$ cat config.mk
export PLATFORM = sky130hd
export DESIGN_NAME = peripheral_clock_gating
export DESIGN_NICKNAME = d
export VERILOG_FILES = /design/src/clock_gating_pkg.sv /design/src/clock_gate_cell.sv /design/src/access_filter.sv /design/src/peripheral_clock_gating.sv
export SDC_FILE = /design/constraint.sdc
export NUM_CORES = 1
export LEC_CHECK = 0
export ABC_AREA = 1
export BUFFER_PORTS_ARGS = -buffer_cell sky130_fd_sc_hd__clkbuf_2
export CAP_MARGIN = 20
export CORE_MARGIN = 4
export CORE_UTILIZATION = 50
export DETAILED_ROUTE_END_ITERATION = 10
export PLACE_DENSITY = 0.8
export SLEW_MARGIN = 20
export SYNTH_ARGS = -nofsm -noshare
export SYNTH_HDL_FRONTEND = slang
export SYNTH_SLANG_ARGS = --single-unit
$ cat constraint.sdc
create_clock -name clk_sys -period 1.7 [get_ports clk_sys]
set_input_delay 0.085 -clock clk_sys [delete_from_list [all_inputs] [get_ports clk_sys]]
set_output_delay 0.085 -clock clk_sys [all_outputs]
set_load 0.02 [all_outputs]
$ cat src/clock_gating_pkg.sv
// Purpose: Shared constants, types and helpers for the peripheral clock gating block.
// Assumes: 32-bit AXI4-Lite data, 16-bit registers in the low half of each word except the 32-bit clock run status.
// Notes:   Register indices are word indices; the byte address is four times the index.
package clock_gating_pkg;

  // Register word indices, decoded from awaddr/araddr bits [7:2]
  localparam logic [5:0] SERIAL_PWM_CLOCK_ENABLE_IDX = 6'h0c;
  localparam logic [5:0] TIMER_CLOCK_ENABLE_IDX      = 6'h0d;
  localparam logic [5:0] STOP_KEEPALIVE_CTRL0_IDX    = 6'h0e;
  localparam logic [5:0] CLOCK_RUN_STATUS_IDX        = 6'h14;
  localparam logic [5:0] POWER_MODE_STATUS_IDX       = 6'h15;

  localparam int unsigned ADDR_W = 8;
  localparam int unsigned REG_W  = 16;

  // Implemented (writable) bits; all others are reserved and read as zero
  localparam logic [15:0] SERIAL_PWM_IMPL_MASK = 16'hf47d;
  localparam logic [15:0] TIMER_IMPL_MASK      = 16'h70ff;
  localparam logic [15:0] STOP_KEEP_IMPL_MASK  = 16'hf47d;
  localparam logic [15:0] REG_RESET            = 16'h0000;

  // Keep-alive groups in the stop keep-alive register
  localparam logic [15:0] ANALOG_KEEP_MASK        = 16'hf000;
  localparam logic [15:0] CONVERTER_TWO_WIRE_MASK = 16'h0440;
  localparam logic [15:0] SERIAL_MOD_KEEP_MASK    = 16'h003d;

  // Bit positions in the serial/modulator enable register
  localparam int unsigned MODULATOR_BIT      = 0;
  localparam int unsigned QUEUED_SERIAL_A_BIT = 2;
  localparam int unsigned QUEUED_SERIAL_B_BIT = 3;
  localparam int unsigned SERIAL_COMM_A_BIT  = 4;

  // Bit positions in the timer enable register
  localparam int unsigned INTERVAL_TIMER_LO  = 12;
  localparam int unsigned INTERVAL_TIMER_HI  = 14;
  localparam int unsigned TIMER_B_LO         = 4;
  localparam int unsigned TIMER_B_HI         = 7;
  localparam int unsigned TIMER_A_LO         = 0;
  localparam int unsigned TIMER_A_HI         = 3;

  localparam logic [1:0] RESP_OKAY   = 2'h0;
  localparam logic [1:0] RESP_SLVERR = 2'h2;

  typedef enum logic [0:0] {
    RUN_STATE  = 1'b0,
    STOP_STATE = 1'b1
  } power_state_type;

  typedef struct packed {
    power_state_type   pstate;
    logic              wake;
    logic [15:0]       serial_pwm_clock_enable;
    logic [15:0]       timer_clock_enable;
    logic [15:0]       stop_keepalive_ctrl0;
    logic              aw_held;
    logic [ADDR_W-1:0] aw_addr;
    logic              w_held;
    logic [31:0]       w_data;
    logic [3:0]        w_strb;
    logic              awready;
    logic              wready;
    logic              bvalid;
    logic [1:0]        bresp;
    logic              arready;
    logic              rvalid;
    logic [31:0]       rdata;
    logic [1:0]        rresp;
  } gating_state_type;

  // Byte-lane merge limited to the implemented bits of one register
  function automatic logic [15:0] merge_reg(input logic [15:0] old, input logic [31:0] data,
                                            input logic [3:0] strb, input logic [15:0] mask);
    logic [15:0] res;
    res = old;
    if (strb[0]) res[7:0] = data[7:0];
    if (strb[1]) res[15:8] = data[15:8];
    return res & mask;
  endfunction

endpackage

$ cat src/clock_gate_cell.sv
// Purpose: One peripheral clock enable, registered, with optional Stop-mode keep-alive.
// Assumes: Peripherals use run as a clock enable on clk_sys.
// Notes:   CAN_KEEP=0 for peripherals without a keep-alive bit in this block.
`timescale 1ns/100ps
module clock_gate_cell
  import clock_gating_pkg::*;
#(
  parameter bit CAN_KEEP = 1'b0
) (
  // Clock and reset
  input  wire logic clk_sys,
  input  wire logic rst_n,
  // Control
  input  wire logic enable,
  input  wire logic keep,
  input  wire logic stop_mode,
  // Gated enable
  output logic      run
);

  typedef struct packed {
    logic run;
  } cell_state_type;

  cell_state_type st;
  cell_state_type next_st;

  always_comb begin
    next_st     = st;
    // Enable alone never keeps a clock alive across Stop mode
    next_st.run = enable && (!stop_mode || (CAN_KEEP && keep));
  end

  always_ff @(posedge clk_sys) begin
    if (!rst_n) begin
      st <= '0;
    end else begin
      st <= next_st;
    end
  end

  assign run = st.run;

endmodule // clock_gate_cell

$ cat src/access_filter.sv
// Purpose: Passes peripheral register accesses only to peripherals whose clock runs.
// Assumes: acc_sel indexes the 32 gated enables, serial/modulator first, timers above.
// Notes:   A blocked access is dropped, so the peripheral state cannot change.
`timescale 1ns/100ps
module access_filter
  import clock_gating_pkg::*;
(
  // Clock and reset
  input  wire logic        clk_sys,
  input  wire logic        rst_n,
  // Access request
  input  wire logic        acc_valid,
  input  wire logic [4:0]  acc_sel,
  input  wire logic [31:0] running,
  // Result
  output logic             acc_fwd,
  output logic             acc_blocked
);

  typedef struct packed {
    logic fwd;
    logic blocked;
  } filter_state_type;

  filter_state_type st;
  filter_state_type next_st;

  always_comb begin
    next_st         = st;
    next_st.fwd     = acc_valid && running[acc_sel];
    next_st.blocked = acc_valid && !running[acc_sel];
  end

  always_ff @(posedge clk_sys) begin
    if (!rst_n) begin
      st <= '0;
    end else begin
      st <= next_st;
    end
  end

  assign acc_fwd     = st.fwd;
  assign acc_blocked = st.blocked;

endmodule // access_filter

$ cat src/peripheral_clock_gating.sv
// Purpose: Per-peripheral clock enables with Stop-mode keep-alive and wake-up, AXI4-Lite registers.
// Assumes: Peripherals run on clk_sys and use the gated outputs as clock enables.
// Notes:   Gated enables lag register writes and mode changes by one clock.
`timescale 1ns/100ps
module peripheral_clock_gating
  import clock_gating_pkg::*;
(
  // Clock and reset
  input  wire logic              clk_sys,
  input  wire logic              rst_n,
  // AXI4-Lite write address
  input  wire logic [ADDR_W-1:0] s_axi_awaddr,
  input  wire logic [2:0]        s_axi_awprot,
  input  wire logic              s_axi_awvalid,
  output logic                   s_axi_awready,
  // AXI4-Lite write data and response
  input  wire logic [31:0]       s_axi_wdata,
  input  wire logic [3:0]        s_axi_wstrb,
  input  wire logic              s_axi_wvalid,
  output logic                   s_axi_wready,
  output logic [1:0]             s_axi_bresp,
  output logic                   s_axi_bvalid,
  input  wire logic              s_axi_bready,
  // AXI4-Lite read
  input  wire logic [ADDR_W-1:0] s_axi_araddr,
  input  wire logic [2:0]        s_axi_arprot,
  input  wire logic              s_axi_arvalid,
  output logic                   s_axi_arready,
  output logic [31:0]            s_axi_rdata,
  output logic [1:0]             s_axi_rresp,
  output logic                   s_axi_rvalid,
  input  wire logic              s_axi_rready,
  // Power mode control from the core
  input  wire logic              stop_req,
  input  wire logic [31:0]       periph_irq,
  output logic                   stop_mode,
  output logic                   wake_pulse,
  // Peripheral access path
  input  wire logic              acc_valid,
  input  wire logic [4:0]        acc_sel,
  output logic                   acc_fwd,
  output logic                   acc_blocked,
  // Gated peripheral clock enables
  output logic [15:0]            serial_pwm_clk_run,
  output logic [15:0]            timer_clk_run
);

  gating_state_type st;
  gating_state_type next_st;
  logic [31:0]      running;

  localparam gating_state_type RESET_ST = '{
    pstate:                  RUN_STATE,
    wake:                    1'b0,
    serial_pwm_clock_enable: REG_RESET,
    timer_clock_enable:      REG_RESET,
    stop_keepalive_ctrl0:    REG_RESET,
    aw_held:                 1'b0,
    aw_addr:                 '0,
    w_held:                  1'b0,
    w_data:                  '0,
    w_strb:                  '0,
    awready:                 1'b1,
    wready:                  1'b1,
    bvalid:                  1'b0,
    bresp:                   RESP_OKAY,
    arready:                 1'b1,
    rvalid:                  1'b0,
    rdata:                   '0,
    rresp:                   RESP_OKAY
  };

  assign running = {timer_clk_run, serial_pwm_clk_run};

  always_comb begin
    next_st      = st;
    next_st.wake = 1'b0;

    // Address and data are captured independently, in either order
    if (s_axi_awvalid && st.awready) begin
      next_st.aw_held = 1'b1;
      next_st.aw_addr = s_axi_awaddr;
    end
    if (s_axi_wvalid && st.wready) begin
      next_st.w_held = 1'b1;
      next_st.w_data = s_axi_wdata;
      next_st.w_strb = s_axi_wstrb;
    end
    if (st.bvalid && s_axi_bready) begin
      next_st.bvalid = 1'b0;
    end

    // Reserved bits are masked off, so a careless write cannot set them
    if (st.aw_held && st.w_held && !st.bvalid) begin
      next_st.aw_held = 1'b0;
      next_st.w_held  = 1'b0;
      next_st.bvalid  = 1'b1;
      next_st.bresp   = RESP_OKAY;
      unique case (st.aw_addr[7:2])
        SERIAL_PWM_CLOCK_ENABLE_IDX: begin
          next_st.serial_pwm_clock_enable = merge_reg(st.serial_pwm_clock_enable, st.w_data,
                                                      st.w_strb, SERIAL_PWM_IMPL_MASK);
        end
        TIMER_CLOCK_ENABLE_IDX: begin
          next_st.timer_clock_enable = merge_reg(st.timer_clock_enable, st.w_data,
                                                 st.w_strb, TIMER_IMPL_MASK);
        end
        STOP_KEEPALIVE_CTRL0_IDX: begin
          next_st.stop_keepalive_ctrl0 = merge_reg(st.stop_keepalive_ctrl0, st.w_data,
                                                   st.w_strb, STOP_KEEP_IMPL_MASK);
        end
        CLOCK_RUN_STATUS_IDX, POWER_MODE_STATUS_IDX: begin
          // Status words ignore writes
          next_st.bresp = RESP_OKAY;
        end
        default: begin
          next_st.bresp = RESP_SLVERR;
        end
      endcase
    end

    // Hold off new writes while a response is outstanding
    next_st.awready = !next_st.aw_held && !next_st.bvalid;
    next_st.wready  = !next_st.w_held && !next_st.bvalid;

    if (st.rvalid && s_axi_rready) begin
      next_st.rvalid = 1'b0;
    end
    if (s_axi_arvalid && st.arready) begin
      next_st.rvalid = 1'b1;
      next_st.rresp  = RESP_OKAY;
      unique case (s_axi_araddr[7:2])
        SERIAL_PWM_CLOCK_ENABLE_IDX: next_st.rdata = {16'h0000, st.serial_pwm_clock_enable};
        TIMER_CLOCK_ENABLE_IDX:      next_st.rdata = {16'h0000, st.timer_clock_enable};
        STOP_KEEPALIVE_CTRL0_IDX:    next_st.rdata = {16'h0000, st.stop_keepalive_ctrl0};
        CLOCK_RUN_STATUS_IDX:        next_st.rdata = running;
        POWER_MODE_STATUS_IDX:       next_st.rdata = {31'h0000_0000, st.pstate};
        default: begin
          next_st.rdata = 32'h0000_0000;
          next_st.rresp = RESP_SLVERR;
        end
      endcase
    end
    next_st.arready = !next_st.rvalid;

    // Only a peripheral whose enable survived into Stop can raise a wake-up
    unique case (st.pstate)
      RUN_STATE: begin
        if (stop_req) begin
          next_st.pstate = STOP_STATE;
        end
      end
      STOP_STATE: begin
        if (|(periph_irq & running)) begin
          next_st.pstate = RUN_STATE;
          next_st.wake   = 1'b1;
        end
      end
    endcase
  end

  always_ff @(posedge clk_sys) begin
    if (!rst_n) begin
      st <= RESET_ST;
    end else begin
      st <= next_st;
    end
  end

  // Serial, converter, comparator and modulator enables carry keep-alive bits
  for (genvar g = 0; g < REG_W; g++) begin : g_serial_pwm
    clock_gate_cell #(
      .CAN_KEEP (STOP_KEEP_IMPL_MASK[g])
    ) u_gate (
      .clk_sys   (clk_sys),
      .rst_n     (rst_n),
      .enable    (st.serial_pwm_clock_enable[g]),
      .keep      (st.stop_keepalive_ctrl0[g]),
      .stop_mode (st.pstate),
      .run       (serial_pwm_clk_run[g])
    );
  end

  // Timer keep-alive bits live outside this block, so timers always stop in Stop mode
  for (genvar g = 0; g < REG_W; g++) begin : g_timer
    clock_gate_cell #(
      .CAN_KEEP (1'b0)
    ) u_gate (
      .clk_sys   (clk_sys),
      .rst_n     (rst_n),
      .enable    (st.timer_clock_enable[g]),
      .keep      (1'b0),
      .stop_mode (st.pstate),
      .run       (timer_clk_run[g])
    );
  end

  access_filter u_access_filter (
    .clk_sys     (clk_sys),
    .rst_n       (rst_n),
    .acc_valid   (acc_valid),
    .acc_sel     (acc_sel),
    .running     (running),
    .acc_fwd     (acc_fwd),
    .acc_blocked (acc_blocked)
  );

  assign s_axi_awready = st.awready;
  assign s_axi_wready  = st.wready;
  assign s_axi_bvalid  = st.bvalid;
  assign s_axi_bresp   = st.bresp;
  assign s_axi_arready = st.arready;
  assign s_axi_rvalid  = st.rvalid;
  assign s_axi_rdata   = st.rdata;
  assign s_axi_rresp   = st.rresp;
  assign stop_mode     = st.pstate;
  assign wake_pulse    = st.wake;
endmodule // peripheral_clock_gating

[After elaboration in Yosys (flattened, before gate mapping)]
Cells that the tools add are included.
Storage, ports and cells
  bits in registers: 146
  input port bits: 104
  output and inout port bits: 77
  logic and storage cells: 135
Cells by class
  order comparisons: 1
  equal/unequal tests: 10
  muxes and demuxes: 16
  bitwise logic cells: 2
  reduce and logical (&&, ||, !) cells: 61
Operators with widths (number)
  $pmux 31 s5: 1
  $mux 37: 1
  $eq 6x4->1 const B: 6
  $mux 35: 1
  $logic_and 1x1->1: 33
  $and 32x31->32: 1
  $reduce_or 32->1: 1
  $eq 6x5->1 const B: 4
  $reduce_and 3->1: 6
  $logic_or 1x1->1: 11
  $reduce_or 5->1: 2
  $mux 9: 1
  $logic_not 1->1: 7
  $lt 5x6->1 const B: 1
  $mux 1: 6
  $mux 2: 3
  $bmux 1 s5: 1
  $mux 3: 1
  $pmux 1 s2: 1
  $reduce_and 2->1: 1
  $not 1->1: 1

[Longest topological paths before layout]
Gate-level depths: netlist of the first run.
  word-level depth: 6
  gate-level depth with buffers: 9
  depth with buffers taken out: 9

[By module]
From an unflattened synthesis of the first run, not the netlist that was laid out.
Second synthesis, totals
  cells, all modules: 849
  area total of the unflattened synthesis: 5940.7 um2
Modules (own cells, without submodules)
  peripheral_clock_gating: instances 1, cells an instance 656, area an instance 4498.1 um2
  clock_gate_cell (g_serial_pwm[11].u_gate ...): instances 21, cells an instance 3, area an instance 30.0 um2
  access_filter: instances 1, cells an instance 86, area an instance 412.9 um2
  clock_gate_cell (g_serial_pwm[0].u_gate ...): instances 11, cells an instance 4, area an instance 36.3 um2

[Worst setup path before layout of the first run]
Ideal clock, no wire load.
  kind: reg-to-reg
  start: register st, in the netlist s_axi_bvalid
  end: register st[123] (netlist name)
  library setup time: 0.117 ns
  arrival time: 1.167 ns
  data required time: 1.583 ns
  setup slack: 0.416 ns
  stages on the path, launching flop included: 10
  period minus slack after synthesis: 1.284 ns
  cell sequence: dfxtp_1 -> inv_1 -> nand3_4 -> nor2_4 -> inv_2 -> nor2_2 -> inv_1 -> buf_6 -> o21ai_1 -> a21oi_1
Between the ends
  cells in the longest elaborated chain, start to end: 3
RTL lines
  start: declaration: line peripheral_clock_gating.sv:48  | gating_state_type st;
  start signal: assignment: line peripheral_clock_gating.sv:166  | st <= next_st;
  $logic_not 1->1: line peripheral_clock_gating.sv:94  | if (st.aw_held && st.w_held && !st.bvalid) begin
  $logic_and 1x1->1: line peripheral_clock_gating.sv:94
  $reduce_and 3->1 (no source line)
No other way between the ends.
A chain may end at the register's enable or synchronous reset.

[Worst setup path in the final report of the first run]
  start: register g_serial_pwm[5].u_gate.st
  end: register u_access_filter.st, in the netlist u_access_filter.acc_blocked
Between the ends
  cells in the longest elaborated chain, start to end: 4
RTL lines
  start: declaration: line clock_gate_cell.sv:25  | cell_state_type st;
  start signal: assignment: line clock_gate_cell.sv:38  | st <= next_st;
  $bmux 1 s5: line access_filter.sv:31  | next_st.blocked = acc_valid && !running[acc_sel];
  $mux 1 (implied by the code): line access_filter.sv:31
  $logic_not 1->1: line access_filter.sv:31
  $logic_and 1x1->1: line access_filter.sv:31
  end signal: assignment: line access_filter.sv:38  | st <= next_st;
  end: declaration: line access_filter.sv:25  | filter_state_type st;
No other way between the ends. The select of a mux whose other input is x is not followed.

==> results of run 1 <==
## registers in the layout, summed over array words and instances (netlist names)
register	count
g_serial_pwm.u_gate.run	11
g_timer.u_gate.run	11
s_axi_arready	1
s_axi_awready	1
s_axi_bresp	1
s_axi_bvalid	1
s_axi_rdata	24
s_axi_rresp	1
s_axi_rvalid	1
s_axi_wready	1
st	56
stop_mode	1
u_access_filter.acc_blocked	1
u_access_filter.acc_fwd	1
wake_pulse	1
## through the flow
step           cell area, sq um  instances  setup WS, ns  hold slack, ns  utilization, %
2_1_floorplan              5390        755         0.416           0.233               -
3_3_place_gp               5570        924         0.357           0.337            54.0
3_5_place_dp               5570        924         0.328           0.340            54.0
4_1_cts                    6460        987        0.0814        0.000101            62.6
5_1_grt                    6470        987       0.00417          0.0544            62.6
6_report                   6470        987        0.0954          0.0119            62.6
## routing by layer
layer  up-vias  global-route usage, %
li1       2469                      -
met1      2120                   27.2
met2       176                   35.0
met3        23                   6.11
met4         0                   9.33
met5         -                      0
## cells by family after synthesis
logic type | count (synthesis)
and+or+nand+nor | 316
buffers and inverters | 167
AOI/OAI and AO/OA | 139
DFF | 113
other | 1
## cell usage in the layout (no fill, tap or decap), types with 3 or more instances in the layout
cell type        n
clkbuf_8         4
nor2_4           5
nand3_4          3
nor2_1         128
nand4_1          8
clkbuf_16       16
o21ai_1          4
dfxtp_2          3
inv_1           65
clkinv_2         6
nand3_1         38
a21oi_1         52
nand2_1        115
conb_1          20
nor3_1           7
o21ai_0         73
inv_2            5
nor2_2           3
clkbuf_2       119
buf_4            6
a211oi_1         3
dfxtp_1        110
dlygate4sd3_1   32
clkinv_1         3
nand2_2          5
## power groups by stage
stage / clock network, W / logic, W / registers [W]
6_report: 0.00334 / 0.000617 / 0.00281
5_1_grt: 0.00353 / 0.000688 / 0.00282
4_1_cts: 0.00339 / 0.000613 / 0.00280
3_5_place_dp: 0 / 0.000551 / 0.00286
3_3_place_gp: 0 / 0.000546 / 0.00286
2_1_floorplan: 0 / 0.000417 / 0.00286
## how the worst max path moves through the flow
stage	from	endpoint	slack (ns)
2_1_floorplan	s_axi_bvalid$_SDFF_PN0_	st[123]$_SDFFE_PN0P_	0.42
3_3_place_gp	st[84]$_SDFFE_PN0P_	st[117]$_SDFFE_PN0P_	0.36
3_5_place_dp	s_axi_bvalid$_SDFF_PN0_	st[117]$_SDFFE_PN0P_	0.33
4_1_cts	g_timer[12].u_gate.run$_SDFF_PN0_	u_access_filter.acc_blocked$_SDFF_PN0_	0.08
5_1_grt	g_timer[2].u_gate.run$_SDFF_PN0_	u_access_filter.acc_fwd$_SDFF_PN0_	0.004
6_report	g_serial_pwm[5].u_gate.run$_SDFF_PN0_	u_access_filter.acc_blocked$_SDFF_PN0_	0.1
## worst min-delay path: stages
cell	delay [ns]
clkbuf_2	0.08
nand2_1	0.22
a21oi_1	0.10
## timing repair
action,CTS,global route
gates resized for setup,0,3
hold endpoints to repair,32,0
setup endpoints to repair,0,2
hold buffers,32,0
## cell type report
type / count / area (sq um)
Sequential cell: 113 / 2270
Tap cell: 136 / 170
Clock inverter: 10 / 110
Multi-Input combinational cell: 475 / 2200
Timing Repair Buffer: 158 / 981
Inverter: 74 / 279
Fill cell: 919 / 3860
Clock buffer: 21 / 459
==> metrics.txt, run 1 <==
status=complete, no violations; Worst Hold Endpoint=st[80]$_SDFFE_PN0P_; xor/xnor share of the synthesized area=0%; synth unique cells=33; slowest stage delay, CP=~0.55 ns; fin crit period=around 1.6 ns; drt initial violations=between 200 and 300; CP Capture Type=flop; combinational power share=9.1%; Row Count=37; P_sw=between 0.0015 and 0.002 W; Top Layer Used=met4; VDD IR max=702 uV; R2R cell count=8; H-tree depth=4; layout cell share with drive strength beyond 1=around 22%; adder-cell share of the synthesized area=0%; largest cells by area after synthesis=dfxtp_1 43%, buf_4 9.6%, nor2_1 9.0%; postcts setup bufs=0; part of the cycle the worst path needs=94.4%; mux contribution to synthesized area=0%; EDFF count, synth=0; Levels on crit path=8; ant diodes=0; f_max=623 MHz; CP Cell Sequence=inv_1 > nand2_1 > nand3_1 > nand2_1 > nand3_1 > nand3_1 > a21oi_1 > dlygate4sd3_1; max_cap viols=0; worst hold path cell count=3; Crit path arrival time=roughly 2 ns; R2R setup slack=around 0.095 ns; Post-DP HPWL=about 9.7 mm; crit start category=flop; Synth async-reset ratio=0%; Die Width=approximately 110 um; WP data required=2.10 ns; IO Port Bufs=119; synthesized instance count=about 740; Synth area leader=dfxtp_1; cell family with most CP delay=buffers and inverters; Most common cell on crit path=nand3_1; initial core utilization=51.5%; power density over the cells=approximately 1000 nW/um^2; CP max FO=3; post-DR wirelength/cell=roughly 13 um; Max Root-Sink Buffers=2; GRT overflow=0; Post-synth top flop=dfxtp_1; Met2 Wirelength=~6.1 mm; Hold Path Origin=s_axi_awvalid; WL met3=approximately 1 mm; most common cell in the netlist=nor2_1; CP max stage cell=dlygate4sd3_1; die area=roughly 12,000 sq um; main combinational cell family by area after synthesis=simple AND/OR/NAND/NOR gates; vias per cell=4.85; Pint=approximately 0.0052 W; vias=about 4,800; first-pass GRT wire length=about 22 mm; Post-DRT Antenna Nets=0; Slew Limit Fails=0; core area=between 10,000 and 15,000 sq um; clk root buf=clkbuf_8; Nets=943; Ys Warns=0; power consumption=approximately 0.0068 W; GRT Overall Usage=21.7%; most frequent cells after synthesis=128 x nor2_1, 115 x nand2_1, 113 x dfxtp_1, 73 x o21ai_0, 68 x buf_4; gp weighted congestion=0.897; DRT Pass-1 Iters=5; sequential area share after synthesis=42.6%; WL final=13.2 mm; RR Endpoint=u_access_filter.acc_blocked$_SDFF_PN0_; largest net degree at the start of global routing=75; Vert. Die Dim=~110 um; critical path type=reg2reg; worst hold path type=in2reg; complex-gate fraction of the synthesized area=a little over an eighth; RR Startpoint=g_serial_pwm[5].u_gate.run$_SDFF_PN0_; clk sink count=roughly 110; DRC=0; Num CTS Buffers=17; number of global-route vias before repair=4,471; flops & latches, synth=roughly 110; CTS clk-pin slew, worst paths=approximately 0.060 ns; final setup fails=0; simple-gate share of the synthesized area=between 20% and 30%; I/O Pins=~180; Area Growth Syn to Fin=21.7%; RSZ-0062 raised after global routing=no; Hold Violations, Final=0; Clock Latency Late Sink=between 0.5 and 0.6 ns; Final TNS setup=0 ns; Setup Skew=~0.0066 ns; met1 wire length=roughly 5.8 mm; initial antenna violation count=0; post-synth top area share=between 40% and 50%; Clock power frac=49.4%; synthesized cell area=~5300 sq um; syn_area_per_cell=around 7.2 sq um; CTS tree=built; sw frac=between 20% and 30%; sequential share of power=roughly two fifths; static leakage=approximately 2.9 nW; Buf+Inv Stages, Crit Path=2
(Power assumes the default switching activity.)
==> inputs of run 2 (changes only) <==
ABC_AREA = 0   (was 1)
==> metrics.txt, run 2 <==
Nets=794; CP Cell Sequence=and3b_2 > nand2_4 > or4_4 > mux2i_2 > nor2_1; R2R cell count=5; sequential area share after synthesis=between 40 and 50%; drt initial violations=~320; DRT Pass-1 Iters=5; fin crit period=about 1.7 ns; Hold Violations, Final=0; Crit path arrival time=2.08 ns; fin worst setup slack=just over 0.002 ns; clk sink count=roughly 110; synthesized instance count=573; post-synth top area share=44.2%; Clock Latency Late Sink=0.51 ns; WL final=around 14 mm; Slew Limit Fails=0; most common cell in the netlist=dfxtp_1; WP data required=roughly 2.1 ns; VDD IR max=roughly 700 uV; EDFF count, synth=0; synthesized cell area=a little over 5000 sq um; core area=about 9900 sq um; gp weighted congestion=approximately 0.87; synth unique cells=53; Final Cell Area=around 6500 sq um; most frequent cells after synthesis=113 x dfxtp_1, 84 x nand2_1, 70 x buf_4, 55 x a21oi_1, 43 x nor2_1; max_cap viols=0; final setup fails=0; Area Growth Syn to Fin=26.9%; most common cell after layout, fill and taps aside=clkbuf_2; initial antenna violation count=0; Post-DP HPWL=9.64 mm; Ys Warns=0; Biggest register=st; Synth area leader=dfxtp_1; area of the multi-input gates=2200 sq um; Fillers=between 700 and 800; flops & latches, synth=113; pre-CTS WS=-0.0447 ns; critical path type=reg2reg; GRT Overall Usage=22.7%; vias=4,473; commonest cells after routing, fill and taps aside=119 x clkbuf_2, 112 x dfxtp_1, 84 x nand2_1; part of the cycle the worst path needs=between 90% and 100%; RSZ-0062 raised after global routing=yes; Max Root-Sink Buffers=2; Num CTS Buffers=17; placed cell areas=around 5500 sq um; worst hold path type=in2reg; power density over the cells=about 1100 nW/um^2; Synth async-reset ratio=0%; syn_area_per_cell=8.93 sq um; largest net degree at the start of global routing=28; crit start category=flop; IO Port Bufs=approximately 120; initial core utilization=51.9%; status=complete, no violations; DRC=0; ant diodes=0; Die Width=around 110 um; CTS tree=built; number of global-route vias before repair=between 4,000 and 5,000; slowest stage delay, CP=~0.55 ns; CP max stage cell=or4_4; placed cells=around 770; clk root buf=clkbuf_8; Setup Skew=around 0.0092 ns; CTS clk-pin slew, worst paths=around 0.06 ns; die area=around 12,000 sq um; f_max=~590 MHz; CP Capture Type=flop; static leakage=2.75 nW; first-pass GRT wire length=20.9 mm; GRT overflow=0; Row Count=36; H-tree depth=4; post-DR wirelength/cell=between 15 and 20 um; Slew headroom=between 60 and 70%; layout cell share with drive strength beyond 1=approximately 29%; Tightest Pin Transition=0.529 ns; Vert. Die Dim=~110 um; Post-synth top flop=dfxtp_1; worst hold path cell count=5; Post-DRT Antenna Nets=0; largest cells by area after synthesis=dfxtp_1 44%, buf_4 10%, mux2i_1 7.0%; I/O Pins=181; number of flip-flops in the largest register=between 50 and 60; Post-Layout Cell Count=836; vias per cell=approximately 5.4; register area=2260 sq um; CP max FO=8
==> run 2: changes by cell type after synthesis, sizes merged, moves of 28 or more <==
| cell | before | now |
|---|---|---|
| nor2 | 137 | 45 |
| o21ai | 79 | 14 |
| inv | 70 | 20 |
| mux2i | 0 | 36 |
| nand2 | 121 | 85 |
| nand3 | 41 | 13 |
==> run 2: routing by layer <==
metal	up-vias	share of wire (%)	track usage [%]
met5	-	0	0
li1	2100	-	-
met3	41	8.6	6.04
met2	245	50	40.6
met1	2087	39	25.7
met4	0	2.4	9.02
==> run 2: worst max-delay path: cells and delay by family, from the launching register on <==
kind | cells | cell delay (ns)
DFF | 1 | 0.34
muxes | 1 | 0.24
and+or+nand+nor | 4 | 0.99
==> run 2: final cells by class <==
| class | count | share of cell area (%) |
|---|---|---|
| clock buffer | 19 | 6.65 |
| multi-input combinational | 360 | 33.9 |
| tap | 133 | 2.56 |
| timing repair buffer | 178 | 17.6 |
| inverter | 20 | 1.16 |
| clock inverter | 13 | 3.22 |
| sequential | 113 | 34.9 |
==> run 2: worst paths after layout <==
| path | slack (ns) | to | from |
|---|---|---|---|
| worst min register to register | 0.45 | s_axi_rdata[12]$_SDFFE_PN0P_ | s_axi_rdata[12]$_SDFFE_PN0P_ |
| worst max-delay path | 0.002 | st[103]$_SDFFE_PN0P_ | s_axi_bvalid$_SDFF_PN0_ |
| worst min-delay path | 0.04 | wake_pulse$_SDFF_PN0_ | periph_irq[23] |
| worst max register to register | 0.002 | st[103]$_SDFFE_PN0P_ | s_axi_bvalid$_SDFF_PN0_ |
==> run 2: repair_timing <==
item | 4_1_cts | 5_1_grt
setup buffers | 1 | 1
cloned | 0 | 0
endpoints found under the hold margin | 30 | 0
hold buffers | 32 | 0
pin swaps | 0 | 1
gates resized for setup | 5 | 3
endpoints found under the setup margin | 16 | 9
==> run 2: cells by family (layout without fill, tap and decap cells) <==
logic type | after synthesis | after routing | share of synthesized area (%)
AOI/OAI and AO/OA | 117 | 117 | 14.5
muxes | 40 | 40 | 8.58
DFF | 113 | 113 | 44.2
xor gates and xnor gates | 2 | 2 | 0.342
and+or+nand+nor | 181 | 181 | 17.7
other | 1 | 20 | 0.0733
buffers and inverters | 119 | 230 | 14.6
==> run 2: power breakdown <==
part / internal (W) / total, W / switching, W
Clock: 0.00257 / 0.00380 / 0.00123
Sequential: 0.00271 / 0.00277 / 0.0000594
Combinational: 0.000209 / 0.000516 / 0.000307
Total: 0.00549 / 0.00709 / 0.00160
==> run 2: through the flow <==
| stage | power (W) | TNS, ns | utilization (%) | hold slack, ns |
|---|---|---|---|---|
| after floorplan | 0.00313 | 0 | - | 0.221 |
| after global placement | 0.00325 | 0 | 55.8 | 0.308 |
| after detailed placement | 0.00327 | -0.249 | 55.8 | 0.315 |
| after CTS | 0.00712 | 0 | 65.7 | 0.00778 |
| after global routing | 0.00731 | -0.0360 | 65.8 | 0.0543 |
| final | 0.00709 | 0 | 65.8 | 0.0379 |
